## src/hdl/trap_monitor_pkg.sv

```systemverilog
package trap_monitor_pkg;

  // Register offsets in the power management IO block.
  localparam logic [7:0] TRAP_EVENT_STATUS_OFS       = 8'hA8;
  localparam logic [7:0] TRAP_INTERRUPT_ENABLE_OFS   = 8'hAC;
  localparam logic [7:0] TRAP_IDLE_RELOAD_ENABLE_OFS = 8'hB0;

  localparam logic [19:0] TRAP_EVENT_STATUS_RST       = 20'h00000;
  localparam logic [19:0] TRAP_INTERRUPT_ENABLE_RST   = 20'h00000;
  localparam logic [21:0] TRAP_IDLE_RELOAD_ENABLE_RST = 22'h000000;

  localparam int TRAP_BITS        = 20;
  localparam int RELOAD_BITS      = 22;
  localparam int EXT_SMI_RLEN_BIT = 20;
  localparam int BUS_MASTER_RLEN_BIT = 21;
  localparam int DRIVE_SELECT_BIT = 4;

  localparam int PRI_MASTER_BIT   = 0;
  localparam int PRI_SLAVE_BIT    = 1;
  localparam int SEC_MASTER_BIT   = 2;
  localparam int SEC_SLAVE_BIT    = 3;
  localparam int FLOPPY_BIT       = 4;
  localparam int PARALLEL_BIT     = 5;
  localparam int SERIAL_A_BIT     = 6;
  localparam int SERIAL_B_BIT     = 7;
  localparam int AUDIO_BIT        = 8;
  localparam int VIDEO_BIT        = 9;
  localparam int KEYBOARD_BIT     = 10;
  localparam int CARD_SLOT1_BIT   = 11;
  localparam int CARD_SLOT2_BIT   = 12;
  localparam int USB_BIT          = 13;
  localparam int IO_MON1_BIT      = 14;
  localparam int MEM_MON1_BIT     = 18;

  localparam logic [15:0] PRI_CMD_PORT   = 16'h01F0;
  localparam logic [15:0] PRI_CTL_PORT   = 16'h03F6;
  localparam logic [15:0] PRI_HEAD_PORT  = 16'h01F6;
  localparam logic [15:0] SEC_CMD_PORT   = 16'h0170;
  localparam logic [15:0] SEC_CTL_PORT   = 16'h0376;
  localparam logic [15:0] SEC_HEAD_PORT  = 16'h0176;
  localparam logic [15:0] FDD_PRI_PORT   = 16'h03F0;
  localparam logic [15:0] FDD_SEC_PORT   = 16'h0370;
  localparam logic [15:0] LPT1_PORT      = 16'h0378;
  localparam logic [15:0] LPT2_PORT      = 16'h0278;
  localparam logic [15:0] LPT3_PORT      = 16'h03BC;
  localparam logic [15:0] VGA_IO_LO      = 16'h03B0;
  localparam logic [15:0] VGA_IO_HI      = 16'h03DF;
  localparam logic [31:0] VGA_MEM_LO     = 32'h000A0000;
  localparam logic [31:0] VGA_MEM_HI     = 32'h000BFFFF;
  localparam logic [15:0] KBD_DATA_PORT  = 16'h0060;
  localparam logic [15:0] KBD_CMD_PORT   = 16'h0064;
  localparam logic [15:0] NATIVE_CTL_OFS = 16'h0002;
  localparam logic [15:0] HEAD_REG_OFS   = 16'h0006;

  // Inactivity timer clock source periods in milliseconds.
  localparam real   CLOCK_PERIOD_NS = 5.0;
  localparam real   MS_NS           = 1000000.0;
  localparam int    MS_CYCLES       = int'(MS_NS / CLOCK_PERIOD_NS);
  localparam logic [17:0] SRC0_MS   = 18'h00040;
  localparam logic [17:0] SRC1_MS   = 18'h003E8;
  localparam logic [17:0] SRC2_MS   = 18'h03E80;
  localparam logic [17:0] SRC3_MS   = 18'h3E800;

  // One completed host bus cycle.
  typedef struct packed {
    logic        done;
    logic        is_io;
    logic        write;
    logic [31:0] addr;
    logic [7:0]  data;
  } host_cycle_s;

  // Native mode decode bases of one drive channel.
  typedef struct packed {
    logic        native;
    logic [15:0] cmd_base;
    logic [15:0] ctl_base;
  } drive_channel_s;

endpackage

```

## src/hdl/legacy_decode.sv

```systemverilog
`timescale 1ns/100ps
module legacy_decode (
  input  wire logic                            sys_clk,
  input  wire logic                            reset,
  input  wire trap_monitor_pkg::host_cycle_s   cycle,
  input  wire trap_monitor_pkg::drive_channel_s pri_chan,
  input  wire trap_monitor_pkg::drive_channel_s sec_chan,
  output logic [12:0]                          fixed_hit,
  output logic                                 primary_drive_head_reg,
  output logic                                 secondary_drive_head_reg
);

  wire logic [15:0] io_addr = cycle.addr[15:0];
  wire logic        io_cyc  = cycle.done & cycle.is_io;
  wire logic        mem_cyc = cycle.done & ~cycle.is_io;

  // Native channels decode at their programmed bases.
  wire logic [15:0] pri_cmd = pri_chan.native ? pri_chan.cmd_base : trap_monitor_pkg::PRI_CMD_PORT;
  wire logic [15:0] pri_ctl = pri_chan.native ? 16'(pri_chan.ctl_base + trap_monitor_pkg::NATIVE_CTL_OFS)
                                              : trap_monitor_pkg::PRI_CTL_PORT;
  wire logic [15:0] sec_cmd = sec_chan.native ? sec_chan.cmd_base : trap_monitor_pkg::SEC_CMD_PORT;
  wire logic [15:0] sec_ctl = sec_chan.native ? 16'(sec_chan.ctl_base + trap_monitor_pkg::NATIVE_CTL_OFS)
                                              : trap_monitor_pkg::SEC_CTL_PORT;

  wire logic pri_hit = io_cyc & ((io_addr[15:3] == pri_cmd[15:3]) | (io_addr == pri_ctl));
  wire logic sec_hit = io_cyc & ((io_addr[15:3] == sec_cmd[15:3]) | (io_addr == sec_ctl));
  wire logic pri_head_wr = io_cyc & cycle.write
                         & (io_addr == 16'(pri_cmd + trap_monitor_pkg::HEAD_REG_OFS));
  wire logic sec_head_wr = io_cyc & cycle.write
                         & (io_addr == 16'(sec_cmd + trap_monitor_pkg::HEAD_REG_OFS));

  // Offset 6 of each floppy block belongs to the drive channel.
  wire logic fdd_blk = (io_addr[15:3] == trap_monitor_pkg::FDD_PRI_PORT[15:3])
                     | (io_addr[15:3] == trap_monitor_pkg::FDD_SEC_PORT[15:3]);
  wire logic floppy  = io_cyc & fdd_blk & (io_addr[2:0] != 3'h6);

  wire logic parallel = io_cyc & ((io_addr[15:3] == trap_monitor_pkg::LPT1_PORT[15:3])
                                | (io_addr[15:3] == trap_monitor_pkg::LPT2_PORT[15:3])
                                | (io_addr[15:2] == trap_monitor_pkg::LPT3_PORT[15:2]));

  wire logic video = (io_cyc & (io_addr >= trap_monitor_pkg::VGA_IO_LO) & (io_addr <= trap_monitor_pkg::VGA_IO_HI))
                   | (mem_cyc & (cycle.addr >= trap_monitor_pkg::VGA_MEM_LO)
                              & (cycle.addr <= trap_monitor_pkg::VGA_MEM_HI));

  wire logic keyboard = io_cyc & ((io_addr == trap_monitor_pkg::KBD_DATA_PORT)
                                | (io_addr == trap_monitor_pkg::KBD_CMD_PORT));

  // The select bit in force before this cycle decides master or slave.
  assign fixed_hit[trap_monitor_pkg::PRI_MASTER_BIT] = pri_hit & ~primary_drive_head_reg;
  assign fixed_hit[trap_monitor_pkg::PRI_SLAVE_BIT]  = pri_hit &  primary_drive_head_reg;
  assign fixed_hit[trap_monitor_pkg::SEC_MASTER_BIT] = sec_hit & ~secondary_drive_head_reg;
  assign fixed_hit[trap_monitor_pkg::SEC_SLAVE_BIT]  = sec_hit &  secondary_drive_head_reg;
  assign fixed_hit[trap_monitor_pkg::FLOPPY_BIT]     = floppy;
  assign fixed_hit[trap_monitor_pkg::PARALLEL_BIT]   = parallel;
  assign fixed_hit[8:6]                              = 3'h0;
  assign fixed_hit[trap_monitor_pkg::VIDEO_BIT]      = video;
  assign fixed_hit[trap_monitor_pkg::KEYBOARD_BIT]   = keyboard;
  assign fixed_hit[12:11]                            = 2'h0;

  always_ff @(posedge sys_clk) begin
    if (reset) begin
      primary_drive_head_reg   <= 1'b0;
      secondary_drive_head_reg <= 1'b0;
    end else begin
      if (pri_head_wr) begin
        primary_drive_head_reg <= cycle.data[trap_monitor_pkg::DRIVE_SELECT_BIT];
      end
      if (sec_head_wr) begin
        secondary_drive_head_reg <= cycle.data[trap_monitor_pkg::DRIVE_SELECT_BIT];
      end
    end
  end

endmodule

```

## src/hdl/idle_timer.sv

```systemverilog
`timescale 1ns/100ps
module idle_timer #(
  parameter int MS_CYCLES = trap_monitor_pkg::MS_CYCLES
) (
  input  wire logic       sys_clk,
  input  wire logic       reset,
  input  wire logic       reload,
  input  wire logic       hold,
  input  wire logic [7:0] reload_value,
  input  wire logic [1:0] clksrc,
  output logic [7:0]      idle_timer_count,
  output logic            idle_expired
);

  logic [31:0] ms_div;
  logic [17:0] ms_count;

  wire logic        ms_tick = (ms_div == 32'(MS_CYCLES - 1));
  wire logic [17:0] src_ms  = (clksrc == 2'h0) ? trap_monitor_pkg::SRC0_MS :
                              (clksrc == 2'h1) ? trap_monitor_pkg::SRC1_MS :
                              (clksrc == 2'h2) ? trap_monitor_pkg::SRC2_MS : trap_monitor_pkg::SRC3_MS;
  wire logic        src_tick = ms_tick & (ms_count == 18'(src_ms - 18'h00001));
  wire logic        restart  = reload | hold;

  // The prescaler restarts on reload so every reload gets a full first period.
  always_ff @(posedge sys_clk) begin
    if (reset | restart | ms_tick) begin
      ms_div <= 32'h00000000;
    end else begin
      ms_div <= ms_div + 32'h00000001;
    end
  end

  always_ff @(posedge sys_clk) begin
    if (reset | restart | src_tick) begin
      ms_count <= 18'h00000;
    end else if (ms_tick) begin
      ms_count <= ms_count + 18'h00001;
    end
  end

  always_ff @(posedge sys_clk) begin
    if (reset) begin
      idle_timer_count <= 8'h00;
    end else if (restart) begin
      idle_timer_count <= reload_value;
    end else if (src_tick && idle_timer_count != 8'h00) begin
      idle_timer_count <= idle_timer_count - 8'h01;
    end
  end

  assign idle_expired = (idle_timer_count == 8'h00);

endmodule

```

## src/hdl/legacy_access_trap_monitor.sv

```systemverilog
// Operation
// - Primary drive access sets bit 0 for master, bit 1 for slave.
// - Drive/head register bit 4 picks master (0) or slave (1).
// - Native primary channel decodes at programmed bases, not legacy ports.
// - Secondary drive access sets bits 2 and 3 per its drive select.
// - Native secondary channel decodes at programmed bases.
// - Floppy port access sets bit 4.
// - Any of three parallel port ranges sets bit 5.
// - Video IO range or legacy video memory sets bit 9.
// - Keyboard data or command port access sets bit 10.
// - Serial, audio and card slot decode hits set bits 6-8, 11, 12.
// - IO monitors set bits 14-17; memory monitors set bits 18, 19.
// - Completed USB transfer sets bit 13.
// - Twenty sticky status bits, cleared by writing one; upper bits zero.
// - Enabled pending status raises SMI or ACPI interrupt per route select.
// - Any enabled pending status asserts the trap event flag.
// - Reload-enabled trap events reload the inactivity timer.
// - External SMI status reloads and holds timer while set, if enabled.
// - Bus master request assertion reloads timer when enabled.
// - Reload loads the 8-bit reload value; timer counts down from it.
`timescale 1ns/100ps
module legacy_access_trap_monitor #(
  parameter int MS_CYCLES   = trap_monitor_pkg::MS_CYCLES,
  parameter int BM_REQ_BITS = 4
) (
  input  wire logic                             sys_clk,
  input  wire logic                             reset,
  input  wire trap_monitor_pkg::host_cycle_s    cycle,
  input  wire trap_monitor_pkg::drive_channel_s pri_chan,
  input  wire trap_monitor_pkg::drive_channel_s sec_chan,
  input  wire logic                             serial_a_hit,
  input  wire logic                             serial_b_hit,
  input  wire logic                             audio_hit,
  input  wire logic                             card_slot1_hit,
  input  wire logic                             card_slot2_hit,
  input  wire logic [3:0]                       io_range_mon_hit,
  input  wire logic [1:0]                       mem_range_mon_hit,
  input  wire logic                             usb_transfer_done,
  input  wire logic                             external_smi_status,
  input  wire logic [BM_REQ_BITS-1:0]           bus_master_req,
  input  wire logic                             acpi_interrupt_route_select,
  input  wire logic [7:0]                       idle_reload_value,
  input  wire logic                             idle_reload_write,
  input  wire logic [1:0]                       idle_clksrc,
  input  wire logic                             reg_wr,
  input  wire logic                             reg_rd,
  input  wire logic [7:0]                       reg_addr,
  input  wire logic [31:0]                      reg_wdata,
  output logic [31:0]                           reg_rdata,
  output logic                                  smi_req,
  output logic                                  sci_req,
  output logic                                  trap_event_flag,
  output logic [7:0]                            idle_timer_count,
  output logic                                  idle_expired,
  output logic                                  primary_drive_head_reg,
  output logic                                  secondary_drive_head_reg
);

  localparam int NT = trap_monitor_pkg::TRAP_BITS;
  localparam int NR = trap_monitor_pkg::RELOAD_BITS;

  logic [NT-1:0] trap_event_status;
  logic [NT-1:0] trap_interrupt_enable;
  logic [NR-1:0] trap_idle_reload_enable;
  logic          ext_smi_prev;
  logic          bm_req_prev;
  logic [12:0]   fixed_hit;

  legacy_decode u_decode (
    .sys_clk                  (sys_clk),
    .reset                    (reset),
    .cycle                    (cycle),
    .pri_chan                 (pri_chan),
    .sec_chan                 (sec_chan),
    .fixed_hit                (fixed_hit),
    .primary_drive_head_reg   (primary_drive_head_reg),
    .secondary_drive_head_reg (secondary_drive_head_reg)
  );

  // External decoder hits count only with a completed host cycle.
  wire logic done = cycle.done;

  wire logic [NT-1:0] trap_hit;
  assign trap_hit[5:0]  = fixed_hit[5:0];
  assign trap_hit[trap_monitor_pkg::SERIAL_A_BIT]   = done & serial_a_hit;
  assign trap_hit[trap_monitor_pkg::SERIAL_B_BIT]   = done & serial_b_hit;
  assign trap_hit[trap_monitor_pkg::AUDIO_BIT]      = done & audio_hit;
  assign trap_hit[10:9] = fixed_hit[10:9];
  assign trap_hit[trap_monitor_pkg::CARD_SLOT1_BIT] = done & card_slot1_hit;
  assign trap_hit[trap_monitor_pkg::CARD_SLOT2_BIT] = done & card_slot2_hit;
  // USB activity is flagged at the end of the transfer, not at its start.
  assign trap_hit[trap_monitor_pkg::USB_BIT]        = usb_transfer_done;
  assign trap_hit[17:14] = {4{done}} & io_range_mon_hit;
  assign trap_hit[19:18] = {2{done}} & mem_range_mon_hit;

  wire logic sel_status = (reg_addr == trap_monitor_pkg::TRAP_EVENT_STATUS_OFS);
  wire logic sel_enable = (reg_addr == trap_monitor_pkg::TRAP_INTERRUPT_ENABLE_OFS);
  wire logic sel_reload = (reg_addr == trap_monitor_pkg::TRAP_IDLE_RELOAD_ENABLE_OFS);

  wire logic [NT-1:0] status_clear = (reg_wr & sel_status) ? reg_wdata[NT-1:0] : '0;

  // A trap in the same cycle as its clear keeps the bit set.
  wire logic [NT-1:0] next_status = (trap_event_status & ~status_clear) | trap_hit;

  wire logic [31:0] next_rdata = sel_status ? {12'h000, trap_event_status}      :
                                 sel_enable ? {12'h000, trap_interrupt_enable}  :
                                 sel_reload ? {10'h000, trap_idle_reload_enable} : 32'h00000000;

  always_ff @(posedge sys_clk) begin
    if (reset) begin
      trap_event_status <= trap_monitor_pkg::TRAP_EVENT_STATUS_RST;
    end else begin
      trap_event_status <= next_status;
    end
  end

  always_ff @(posedge sys_clk) begin
    if (reset) begin
      trap_interrupt_enable   <= trap_monitor_pkg::TRAP_INTERRUPT_ENABLE_RST;
      trap_idle_reload_enable <= trap_monitor_pkg::TRAP_IDLE_RELOAD_ENABLE_RST;
    end else if (reg_wr) begin
      if (sel_enable) begin
        trap_interrupt_enable <= reg_wdata[NT-1:0];
      end
      if (sel_reload) begin
        trap_idle_reload_enable <= reg_wdata[NR-1:0];
      end
    end
  end

  always_ff @(posedge sys_clk) begin
    if (reset) begin
      reg_rdata <= 32'h00000000;
    end else if (reg_rd) begin
      reg_rdata <= next_rdata;
    end
  end

  wire logic pending = |(trap_event_status & trap_interrupt_enable);
  assign trap_event_flag = pending;
  assign smi_req         = pending & ~acpi_interrupt_route_select;
  assign sci_req         = pending &  acpi_interrupt_route_select;

  wire logic bm_req_any = |bus_master_req;
  wire logic external_smi_idle_reload = trap_idle_reload_enable[trap_monitor_pkg::EXT_SMI_RLEN_BIT];
  wire logic bus_master_idle_reload   = trap_idle_reload_enable[trap_monitor_pkg::BUS_MASTER_RLEN_BIT];

  wire logic trap_reload = |(trap_hit & trap_idle_reload_enable[NT-1:0]);
  wire logic ext_reload  = external_smi_idle_reload & external_smi_status & ~ext_smi_prev;
  wire logic ext_hold    = external_smi_idle_reload & external_smi_status;
  wire logic bm_reload   = bus_master_idle_reload & bm_req_any & ~bm_req_prev;
  wire logic any_reload  = trap_reload | ext_reload | bm_reload | idle_reload_write;

  always_ff @(posedge sys_clk) begin
    if (reset) begin
      ext_smi_prev <= 1'b0;
      bm_req_prev  <= 1'b0;
    end else begin
      ext_smi_prev <= external_smi_status;
      bm_req_prev  <= bm_req_any;
    end
  end

  idle_timer #(
    .MS_CYCLES (MS_CYCLES)
  ) u_idle_timer (
    .sys_clk          (sys_clk),
    .reset            (reset),
    .reload           (any_reload),
    .hold             (ext_hold),
    .reload_value     (idle_reload_value),
    .clksrc           (idle_clksrc),
    .idle_timer_count (idle_timer_count),
    .idle_expired     (idle_expired)
  );

endmodule

```

## config.mk

```make
export PLATFORM = sky130hd
export DESIGN_NAME = legacy_access_trap_monitor
export DESIGN_NICKNAME = d
export VERILOG_FILES = /design/src/hdl/trap_monitor_pkg.sv /design/src/hdl/legacy_decode.sv /design/src/hdl/idle_timer.sv /design/src/hdl/legacy_access_trap_monitor.sv
export SDC_FILE = /design/constraint.sdc
export NUM_CORES = 1
export LEC_CHECK = 0
export ABC_CLOCK_PERIOD_IN_PS = 3850
export BUFFER_PORTS_ARGS = -buffer_cell sky130_fd_sc_hd__buf_2
export CORE_MARGIN = 2
export CORE_UTILIZATION = 35
export DETAILED_ROUTE_END_ITERATION = 10
export MAX_ROUTING_LAYER = met4
export PLACE_DENSITY_LB_ADDON = 0.08
export SLEW_MARGIN = 20
export SYNTH_ARGS = -nofsm -noshare
export SYNTH_HDL_FRONTEND = slang
export SYNTH_HIERARCHICAL = 1
export SYNTH_SLANG_ARGS = --single-unit
```

## constraint.sdc

```tcl
create_clock -name sys_clk -period 3.85 [get_ports sys_clk]
set_input_delay 0.385 -clock sys_clk [delete_from_list [all_inputs] [get_ports sys_clk]]
set_output_delay 0.385 -clock sys_clk [all_outputs]
set_load 0.005 [all_outputs]
```

### Word-level counts from Yosys, hierarchy flattened

Cells that the tools add are included.

* memory bits (writable): 0
* bits in latches: 0
* output and inout port bits: 46
* memories kept: 0
* word-level logic and storage cells: 126
* flip-flop bits (word level): 156
* input bits: 182
* bits in read-only memories: 0

* mux-type cells: 13
* bitwise gates (word level): 59
* divide/modulo/power cells: 0
* order comparisons: 4
* eq/ne operators: 21
* reduce and logical (&&, ||, !) cells: 10
* shift operators: 0
* $add $sub $neg: 8
* multiply operators: 0

Operators by type and width (count)
* 22-bit 2-to-1 mux: 3
* 16-bit == test: 4
* 16-bit 2-to-1 mux: 4
* 20-bit bitwise AND: 3
* 18-bit 2-to-1 mux: 3
* 13-bit by 7-bit == test with 1-bit output (second input constant): 4
* 20-bit OR reduction: 2
* 16-bit by 2-bit adder with 16-bit output (second input constant): 2
* 16-bit by 3-bit adder with 16-bit output (second input constant): 2
* 32-bit by 1-bit adder with 32-bit output (second input constant): 1
* 1-bit bitwise AND: 32
* 16-bit by 7-bit == test with 1-bit output (second input constant): 2
* 32-bit by 18-bit == test with 1-bit output (second input constant): 1
* 32-bit by 20-bit greater-or-equal comparator with 1-bit output (second input constant): 1
* 32-bit by 20-bit <= comparator with 1-bit output (second input constant): 1
* 13-bit == test: 2
* 8-bit == test (second input constant): 3
* 20-bit 2-to-1 mux: 1
* 20-bit inverter: 1
* 20-bit OR: 1
* 18-bit by 1-bit adder with 18-bit output (second input constant): 1
* 18-bit == test: 1
* 18-bit by 1-bit subtractor with 18-bit output (second input constant): 1
* 16-bit by 10-bit greater-or-equal comparator with 1-bit output (second input constant): 1
* 18 further kinds: 38

### Longest topological paths before layout

Gate-level depths: netlist of the first run.

* word-level depth: 14
* gate-level depth with buffers: 18
* mapped depth without buffers: 15

### Hierarchy

Netlist of the first run, hierarchy kept.

Modules (own cells, without submodules)
* legacy_access_trap_monitor: sequential area each 1721.7 µm², cells each 444, area each 3926.3 µm², times used 1
* legacy_decode: sequential area each 40.0 µm², cells each 555, area each 3696.0 µm², times used 1
* idle_timer: sequential area each 1161.1 µm², cells each 345, area each 2931.6 µm², times used 1

### Worst setup path after synthesis of the first run

No wires, ideal clock.

* kind: in2reg
* from: input pri_chan[1] (netlist name)
* to: register u_idle_timer.ms_count[10]
* required time: 3785 ps
* path buffers: 2
* path slack: -8 ps
* library setup time: 65 ps
* arrival time: 3793 ps
* stages on the path: 17
* path through: ha_1 inv_1 or4_4 or4_4 a21o_2 o2111ai_1 o41ai_2 and2_1 a22oi_1 o2111ai_1 a211o_1 or2_2 clkbuf_1 nor2_1 nand2_1 clkbuf_1 nor2_1

* word-level cells in the longest chain between the ends: 14
* elaborated cells on any way between the ends: 15
* classes of those cells: 1 x add/sub; 1 x eq/ne; 1 x mux; 11 x bitwise; 1 x reduce/logical

RTL lines
* start, declared: RTL line legacy_access_trap_monitor.sv:29 `input wire trap_monitor_pkg::drive_channel_s pri_chan,`
* 16-bit by 2-bit adder with 16-bit output: RTL line legacy_decode.sv:19 `wire logic [15:0] pri_ctl = pri_chan.native ? 16'(pri_chan.ctl_base + trap_monitor_pkg::NATIVE_CTL_OFS)`
* 16-bit 2-to-1 mux: RTL line legacy_decode.sv:19
* 16-bit == test: RTL line legacy_decode.sv:25 `wire logic pri_hit = io_cyc & ((io_addr[15:3] == pri_cmd[15:3]) | (io_addr == pri_ctl));`
* 1-bit OR: RTL line legacy_decode.sv:25
* 1-bit bitwise AND: RTL line legacy_decode.sv:25
* 1-bit bitwise AND: RTL line legacy_decode.sv:49 `assign fixed_hit[trap_monitor_pkg::PRI_MASTER_BIT] = pri_hit & ~primary_drive_head_reg;`
* net fixed_hit[0]: RTL line legacy_access_trap_monitor.sv:67 `logic [12:0] fixed_hit;`
* 20-bit bitwise AND: RTL line legacy_access_trap_monitor.sv:148 `wire logic trap_reload = |(trap_hit & trap_idle_reload_enable[NT-1:0]);`
* 20-bit OR reduction: RTL line legacy_access_trap_monitor.sv:148
* 1-bit OR (3 in series): RTL line legacy_access_trap_monitor.sv:152 `wire logic any_reload = trap_reload | ext_reload | bm_reload | idle_reload_write;`
* net any_reload: RTL line legacy_access_trap_monitor.sv:152
* 1-bit OR: RTL line idle_timer.sv:23 `wire logic restart = reload | hold;`
* 1-bit OR (2 in series): RTL line idle_timer.sv:35 `if (reset | restart | src_tick) begin`
* end signal, assigned: RTL line idle_timer.sv:38 `ms_count <= ms_count + 18'h00001;`
* end, declared: RTL line idle_timer.sv:16 `logic [17:0] ms_count;`

The timed path passes the listed nets, and every way through them passes these cells.
A chain may end at the register's enable or synchronous reset.

### Worst setup path in the final report of the first run

* from: input pri_chan[1] (netlist name)
* to: register u_idle_timer.ms_div[2]

* word-level cells in the longest chain between the ends: 14
* elaborated cells on any way between the ends: 15
* classes of those cells: 1 x add/sub; 1 x eq/ne; 1 x mux; 11 x bitwise; 1 x reduce/logical

RTL lines
* 16-bit by 2-bit adder with 16-bit output: RTL line legacy_decode.sv:19
* 16-bit 2-to-1 mux: RTL line legacy_decode.sv:19
* 16-bit == test: RTL line legacy_decode.sv:25
* 1-bit OR: RTL line legacy_decode.sv:25
* 1-bit bitwise AND: RTL line legacy_decode.sv:25
* 1-bit bitwise AND: RTL line legacy_decode.sv:49
* net fixed_hit[0]: RTL line legacy_access_trap_monitor.sv:67
* 20-bit bitwise AND: RTL line legacy_access_trap_monitor.sv:148
* 20-bit OR reduction: RTL line legacy_access_trap_monitor.sv:148
* 1-bit OR (3 in series): RTL line legacy_access_trap_monitor.sv:152
* net any_reload: RTL line legacy_access_trap_monitor.sv:152
* 1-bit OR: RTL line idle_timer.sv:23
* 1-bit OR (2 in series): RTL line idle_timer.sv:27 `if (reset | restart | ms_tick) begin`
* end signal, assigned: RTL line idle_timer.sv:30 `ms_div <= ms_div + 32'h00000001;`
* end, declared: RTL line idle_timer.sv:15 `logic [31:0] ms_div;`

The timed path passes the listed nets, and every way through them passes these cells.

==> results of run 1 <==
## metal layers
metal,wire length (um),track usage [%]
met1,16800,29.4
met2,14900,33.2
met3,1670,3.58
met4,352,4.61
met5,0,-
## area by class of cell
| cell class | count | area share (%) |
|---|---|---|
| well taps | 390 | 3.89 |
| clock inverters | 14 | 1.15 |
| flip-flops and latches | 146 | 23.3 |
| repair buffers | 256 | 11.8 |
| multi-input cells | 1032 | 54.4 |
| inverters | 63 | 1.89 |
| clock buffers | 18 | 3.50 |
| diodes | 5 | 0.0997 |
## how the worst min path moves through the flow
stage	to	slack [ps]	cells past startpoint
floorplan	u_idle_timer/ms_div[0]$_SDFF_PP0_	440	1
detailed placement	reg_rdata[21]$_SDFFE_PP0P_	460	2
global route	trap_event_status[19]$_SDFF_PP0_	190	3
CTS	trap_event_status[18]$_SDFF_PP0_	190	3
finish	trap_event_status[18]$_SDFF_PP0_	210	3
global placement	u_idle_timer/ms_div[0]$_SDFF_PP0_	450	1
## cell usage in the layout (no fill, tap or decap), types with 21 or more instances in the layout
cell type and n:
a21oi_1 53, a311oi_1 22, and3_1 24, buf_2 198, buf_4 54, dfxtp_1 146, inv_1 61, mux2_2 21
mux2i_1 54, nand2_1 116, nand3_1 45, nand4_1 46, nor2_1 135, nor3_1 31, nor4_1 33, o21ai_0 66
xnor2_1 56, xor2_1 56
## stage by stage
step	TNS (ps)	power, uW
5_1_grt	0	4020
2_1_floorplan	0	1960
4_1_cts	0	3890
6_report	0	3850
3_5_place_dp	-6200	2230
3_3_place_gp	-3880	2230
## report_power, final
group          total [uW]  internal [uW]  switching, uW
Sequential           1560           1540           20.4
Clock                1640            929            716
Combinational         648            271            377
Total                3850           2740           1110
## worst max-delay path, cell delays in order
cell and delay [ps]:
buf_2 90, ha_1 160, inv_1 70, or4_4 550
or4_4 500, a21o_2 220, o2111ai_1 100, o41ai_2 90
and2_1 180, a22oi_1 140, o2111ai_1 160, a211o_1 330
or2_2 320, nor2_1 170, nand2_1 140, buf_4 190
nor2_1 110
==> impl_metrics.py, run 1 <==
metrics = {
    "place": {
        "port_buffers": 199,
        "dpl-instance-area_um2": 11900,
        "post-place-ws_ps": -157,
        "hpwlAfterDp_um": 24900,
        "place_inst": 1887,
        "place.gp.congestion": 0.883,
    },
    "floorplanning": {
        "dieArea_um2": 31400,
        "start_util_pct": 35.5,
        "io_pins": 228,
        "die_y_um": 177,
        "rows": 63,
        "core_um2": 29600,
        "die_w_um": 177,
    },
    "route": {
        "num_vias": 10400,
        "post_drt_wl_per_cell_um": 17.5,
        "drt_wl_total_um": 33700,
        "drc": 0,
        "ant_nets": 0,
        "drt-pass1-iter-count": 5,
        "vias_per_cell": 5.40,
        "drt_iter0_drc": 706,
    },
    "clock_network": {
        "clock_path_buffers": 2,
        "cts-root-buf": "clkbuf_16",
        "path_clk_slew_ps": 70,
        "htreeDepth": 4,
        "post_cts_buffers": 0,
        "post_cts_resized": 0,
        "cts_sinks": 146,
        "numCtsBuffers": 17,
        "cts_tree": "done",
        "clk-insertion-delay-late_ps": 420,
        "postCtsHoldBufs": 0,
    },
    "layout": {
        "regArea_um2": 2920,
        "final_area_um2": 12500,
        "fillCellCount": 3105,
        "final_nets": 1706,
        "finish.utilization_pct": 42.3,
        "regMostFlops": "u_idle_timer/ms_div",
        "layout.cells.non_filler": 1924,
        "reg_top3": "u_idle_timer/ms_div: 32 flops, reg_rdata: 22 flops, trap_idle_reload_enable: 22 flops",
        "layout-drive-gt1-share_pct": 21.9,
        "largest_reg_flops": 32,
        "syn_to_final_growth_pct": 19.3,
        "multi_input_area_um2": 6830,
    },
    "flow_run": {
        "drv_cap": 0,
    },
    "pwr": {
        "p_per_area_nw_per_um2": 307,
        "leakage_uw": 0.00493,
        "max-vdd-ir-drop_mv": 0.223,
    },
    "critical_path": {
        "required_ps": 4200,
        "crit_path_end": "u_idle_timer/ms_div[2]$_SDFF_PP0_",
        "r2r-end": "u_idle_timer/idle_timer_count[7]$_SDFFE_PP0P_",
        "arrival_ps": 3910,
        "worstSetupEndpointType": "flip-flop",
        "critical_path_class": "in -> reg",
        "r2r_cells": 8,
        "crit_fanout": 9,
        "crit_start": "pri_chan[1]",
        "critPathLaunchType": "input pin",
        "reg2reg_from": "u_idle_timer/ms_div[0]$_SDFF_PP0_",
        "r2r_setup_slack_ps": 1300,
    },
    "min_path": {
        "hp-class": "in -> reg",
        "hp-start": "mem_range_mon_hit[0]",
    },
    "global_route": {
        "grt_pass1_wl_um": 51800,
        "grt_max_degree": 57,
        "overflow": 0,
        "first_global_vias": 9629,
        "track_usage_pct": 21.4,
        "antenna_found_initial": 5,
    },
    "sta": {
        "holdWs_ps": 211,
        "hold_viol": 0,
        "grt_setup_unrepaired": "false",
        "max_freq_ghz": 0.281,
        "skew_ps": 16.3,
        "setup_viol": 0,
        "setup_ws_ps": 291,
        "finalCritPeriodShare_pct": 92.4,
        "relSlewSlack_pct": 41.2,
        "min_period_ps": 3560,
        "worstMarginPinSlew_ps": 882,
        "slew_violations": 0,
    },
    "synth": {
        "syn_area_per_cell_um2": 7.86,
        "syn-cell-area_um2": 10500,
        "yosys_warnings": 6,
        "netlist_instances": 1338,
    },
    "run_status": {
        "status": "completed",
    },
}
Note: power is estimated with default switching activity, not from simulation.
==> run 2, diff against run 1 <==
- CORE_ASPECT_RATIO: default -> 1.75
==> run 2 against run 1 <==
Effect of this change:
- critical endpoint is now u_idle_timer/ms_div[27]$_SDFF_PP0_
- via count increased by 2.5%
- clock-buffer cell count unchanged
- sequential share of layout area barely moved
- cell count grew 0.10%
- final area about the same
- die area increased by 0.17%
- combinational power grew 2%
- core utilization decreased by 0.31 points
==> impl_metrics.py, run 2 (same netlist as run 1, synthesis figures left out) <==
metrics = {
    "pwr": {
        "sw_frac_of_total_pct": 28.6,
        "max-vdd-ir-drop_mv": 0.297,
        "seqPwrFrac_pct": 41.1,
        "p_switching_uw": 1090,
        "leakage_uw": 0.00493,
        "p_comb_share_pct": 17.4,
        "p_per_area_nw_per_um2": 303,
        "p_clk_share_pct": 41.5,
        "internal_power_uw": 2710,
    },
    "sta": {
        "finalCritPeriodShare_pct": 91.3,
        "worstMarginPinSlew_ps": 981,
        "tns_ps": 0,
        "hold_viol": 0,
        "setup_viol": 0,
        "relSlewSlack_pct": 34.6,
        "holdWs_ps": 182,
        "grt_setup_unrepaired": "false",
        "skew_ps": 9.54,
        "min_period_ps": 3510,
        "max_freq_ghz": 0.285,
        "slew_violations": 0,
    },
    "layout": {
        "regMostFlops": "u_idle_timer/ms_div",
        "final_nets": 1715,
        "fillCellCount": 3192,
        "finish.utilization_pct": 42.0,
        "largest_reg_flops": 32,
        "reg_top3": "u_idle_timer/ms_div: 32 flops, reg_rdata: 22 flops, trap_idle_reload_enable: 22 flops",
        "layout-drive-gt1-share_pct": 22.4,
        "syn_to_final_growth_pct": 19.3,
        "final_common_cell": "buf_2",
        "final_cell_mix": "198 x buf_2, 146 x dfxtp_1, 134 x nor2_1",
    },
    "route": {
        "drt-pass1-iter-count": 5,
        "drt_iter0_drc": 506,
        "vias_per_cell": 5.53,
        "drt_wl_total_um": 36300,
        "ant_nets": 0,
        "num_vias": 10600,
        "drc": 0,
        "post_drt_wl_per_cell_um": 18.8,
    },
    "global_route": {
        "antenna_found_initial": 3,
        "grt_pass1_wl_um": 56300,
        "first_global_vias": 10500,
        "track_usage_pct": 23.6,
        "overflow": 0,
        "grt_max_degree": 70,
    },
    "floorplanning": {
        "die_w_um": 135,
        "start_util_pct": 35.2,
        "io_pins": 228,
        "core_um2": 29800,
        "rows": 84,
        "dieArea_um2": 31500,
        "die_y_um": 233,
    },
    "clock_network": {
        "clk-insertion-delay-late_ps": 440,
        "post_cts_buffers": 0,
        "cts-root-buf": "clkbuf_16",
        "htreeDepth": 4,
        "clock_path_buffers": 2,
        "postCtsHoldBufs": 0,
        "cts_tree": "done",
        "path_clk_slew_ps": 60,
        "numCtsBuffers": 17,
        "cts_sinks": 146,
    },
    "place": {
        "hpwlAfterDp_um": 28200,
        "place.gp.congestion": 0.882,
        "port_buffers": 199,
    },
    "flow_run": {
        "drv_cap": 0,
    },
    "critical_path": {
        "arrival_ps": 3880,
        "required_ps": 4220,
        "critical_path_class": "in -> reg",
        "worstSetupEndpointType": "flip-flop",
        "crit_fanout": 17,
        "critPathLaunchType": "input pin",
    },
    "min_path": {
        "hp-class": "in -> reg",
    },
    "run_status": {
        "status": "completed",
    },
}
## run 2: changes by cell type in the layout (fill, tap and decap cells not counted), moves of 2 or more
cell,delta
buf_12,-3
clkinvlp_4,+3
inv_8,-2
inv_6,-3
clkinv_4,-2
diode_2,-2
buf_4,+12
clkinv_2,+2
## run 2: power groups by stage
stage	logic (uW)	registers (uW)	clock network, uW
5_1_grt	730	1560	1680
2_1_floorplan	375	1590	0
4_1_cts	664	1560	1620
3_3_place_gp	654	1590	0
6_report	662	1560	1570
3_5_place_dp	661	1590	0
## run 2: final timing paths
path / from / to / slack (ps) / cells past startpoint
hold reg to reg: reg_rdata[21]$_SDFFE_PP0P_ / reg_rdata[21]$_SDFFE_PP0P_ / 470 / 2
hold / removal: external_smi_status / ext_smi_prev$_SDFF_PP0_ / 180 / 2
setup reg to reg: u_idle_timer/ms_div[0]$_SDFF_PP0_ / u_idle_timer/idle_timer_count[5]$_SDFFE_PP0P_ / 1200 / 8
setup / recovery: pri_chan[1] / u_idle_timer/ms_div[27]$_SDFF_PP0_ / 340 / 17
## run 2: per-layer routing
metal | routed length, um | part of all wire, % | vias up | GRT usage (%)
li1 | - | - | 5225 | -
met1 | 13800 | 38 | 5060 | 24.2
met2 | 19600 | 54 | 298 | 44.6
met3 | 1670 | 4.6 | 64 | 3.80
met4 | 1160 | 3.2 | 0 | 8.69
met5 | 0 | 0 | - | -
## run 2: timing repair
action                                  in CTS  in global routing
endpoints found under the setup margin       0                 53
gates resized for setup                      0                  2
endpoints found under the hold margin        0                  0
## run 2: area by class of cell
| type | instances | area [um^2] | share of cell area, % |
|---|---|---|---|
| timing repair buffer | 265 | 1510 | 12.0 |
| multi-input combinational | 1032 | 6830 | 54.5 |
| inverter | 63 | 236 | 1.89 |
| sequential | 146 | 2920 | 23.3 |
| tap | 387 | 484 | 3.86 |
| antenna | 3 | 7.51 | 0.0599 |
| clock inverter | 12 | 110 | 0.878 |
| clock buffer | 18 | 439 | 3.50 |
## run 2: through the flow
| stage | worst slack (ps) | power, uW | std cells | cell area, um^2 |
|---|---|---|---|---|
| floorplan | 21.9 | 1960 | 1347 | 10500 |
| global placement | -221 | 2250 | 1893 | 12000 |
| detailed placement | -275 | 2250 | 1893 | 12000 |
| CTS | 191 | 3840 | 1923 | 12500 |
| global route | 30.5 | 3970 | 1926 | 12500 |
| finish | 336 | 3800 | 1926 | 12500 |
## run 2: worst max-delay path, cell delays in order
cell	delay, ps
buf_2	100
ha_1	160
inv_1	60
or4_4	530
or4_4	500
a21o_2	220
o2111ai_1	100
o41ai_2	90
and2_1	190
a22oi_1	140
o2111ai_1	190
a211o_1	310
or2_2	310
nor2_2	160
nand2_1	90
buf_4	200
a21oi_1	140
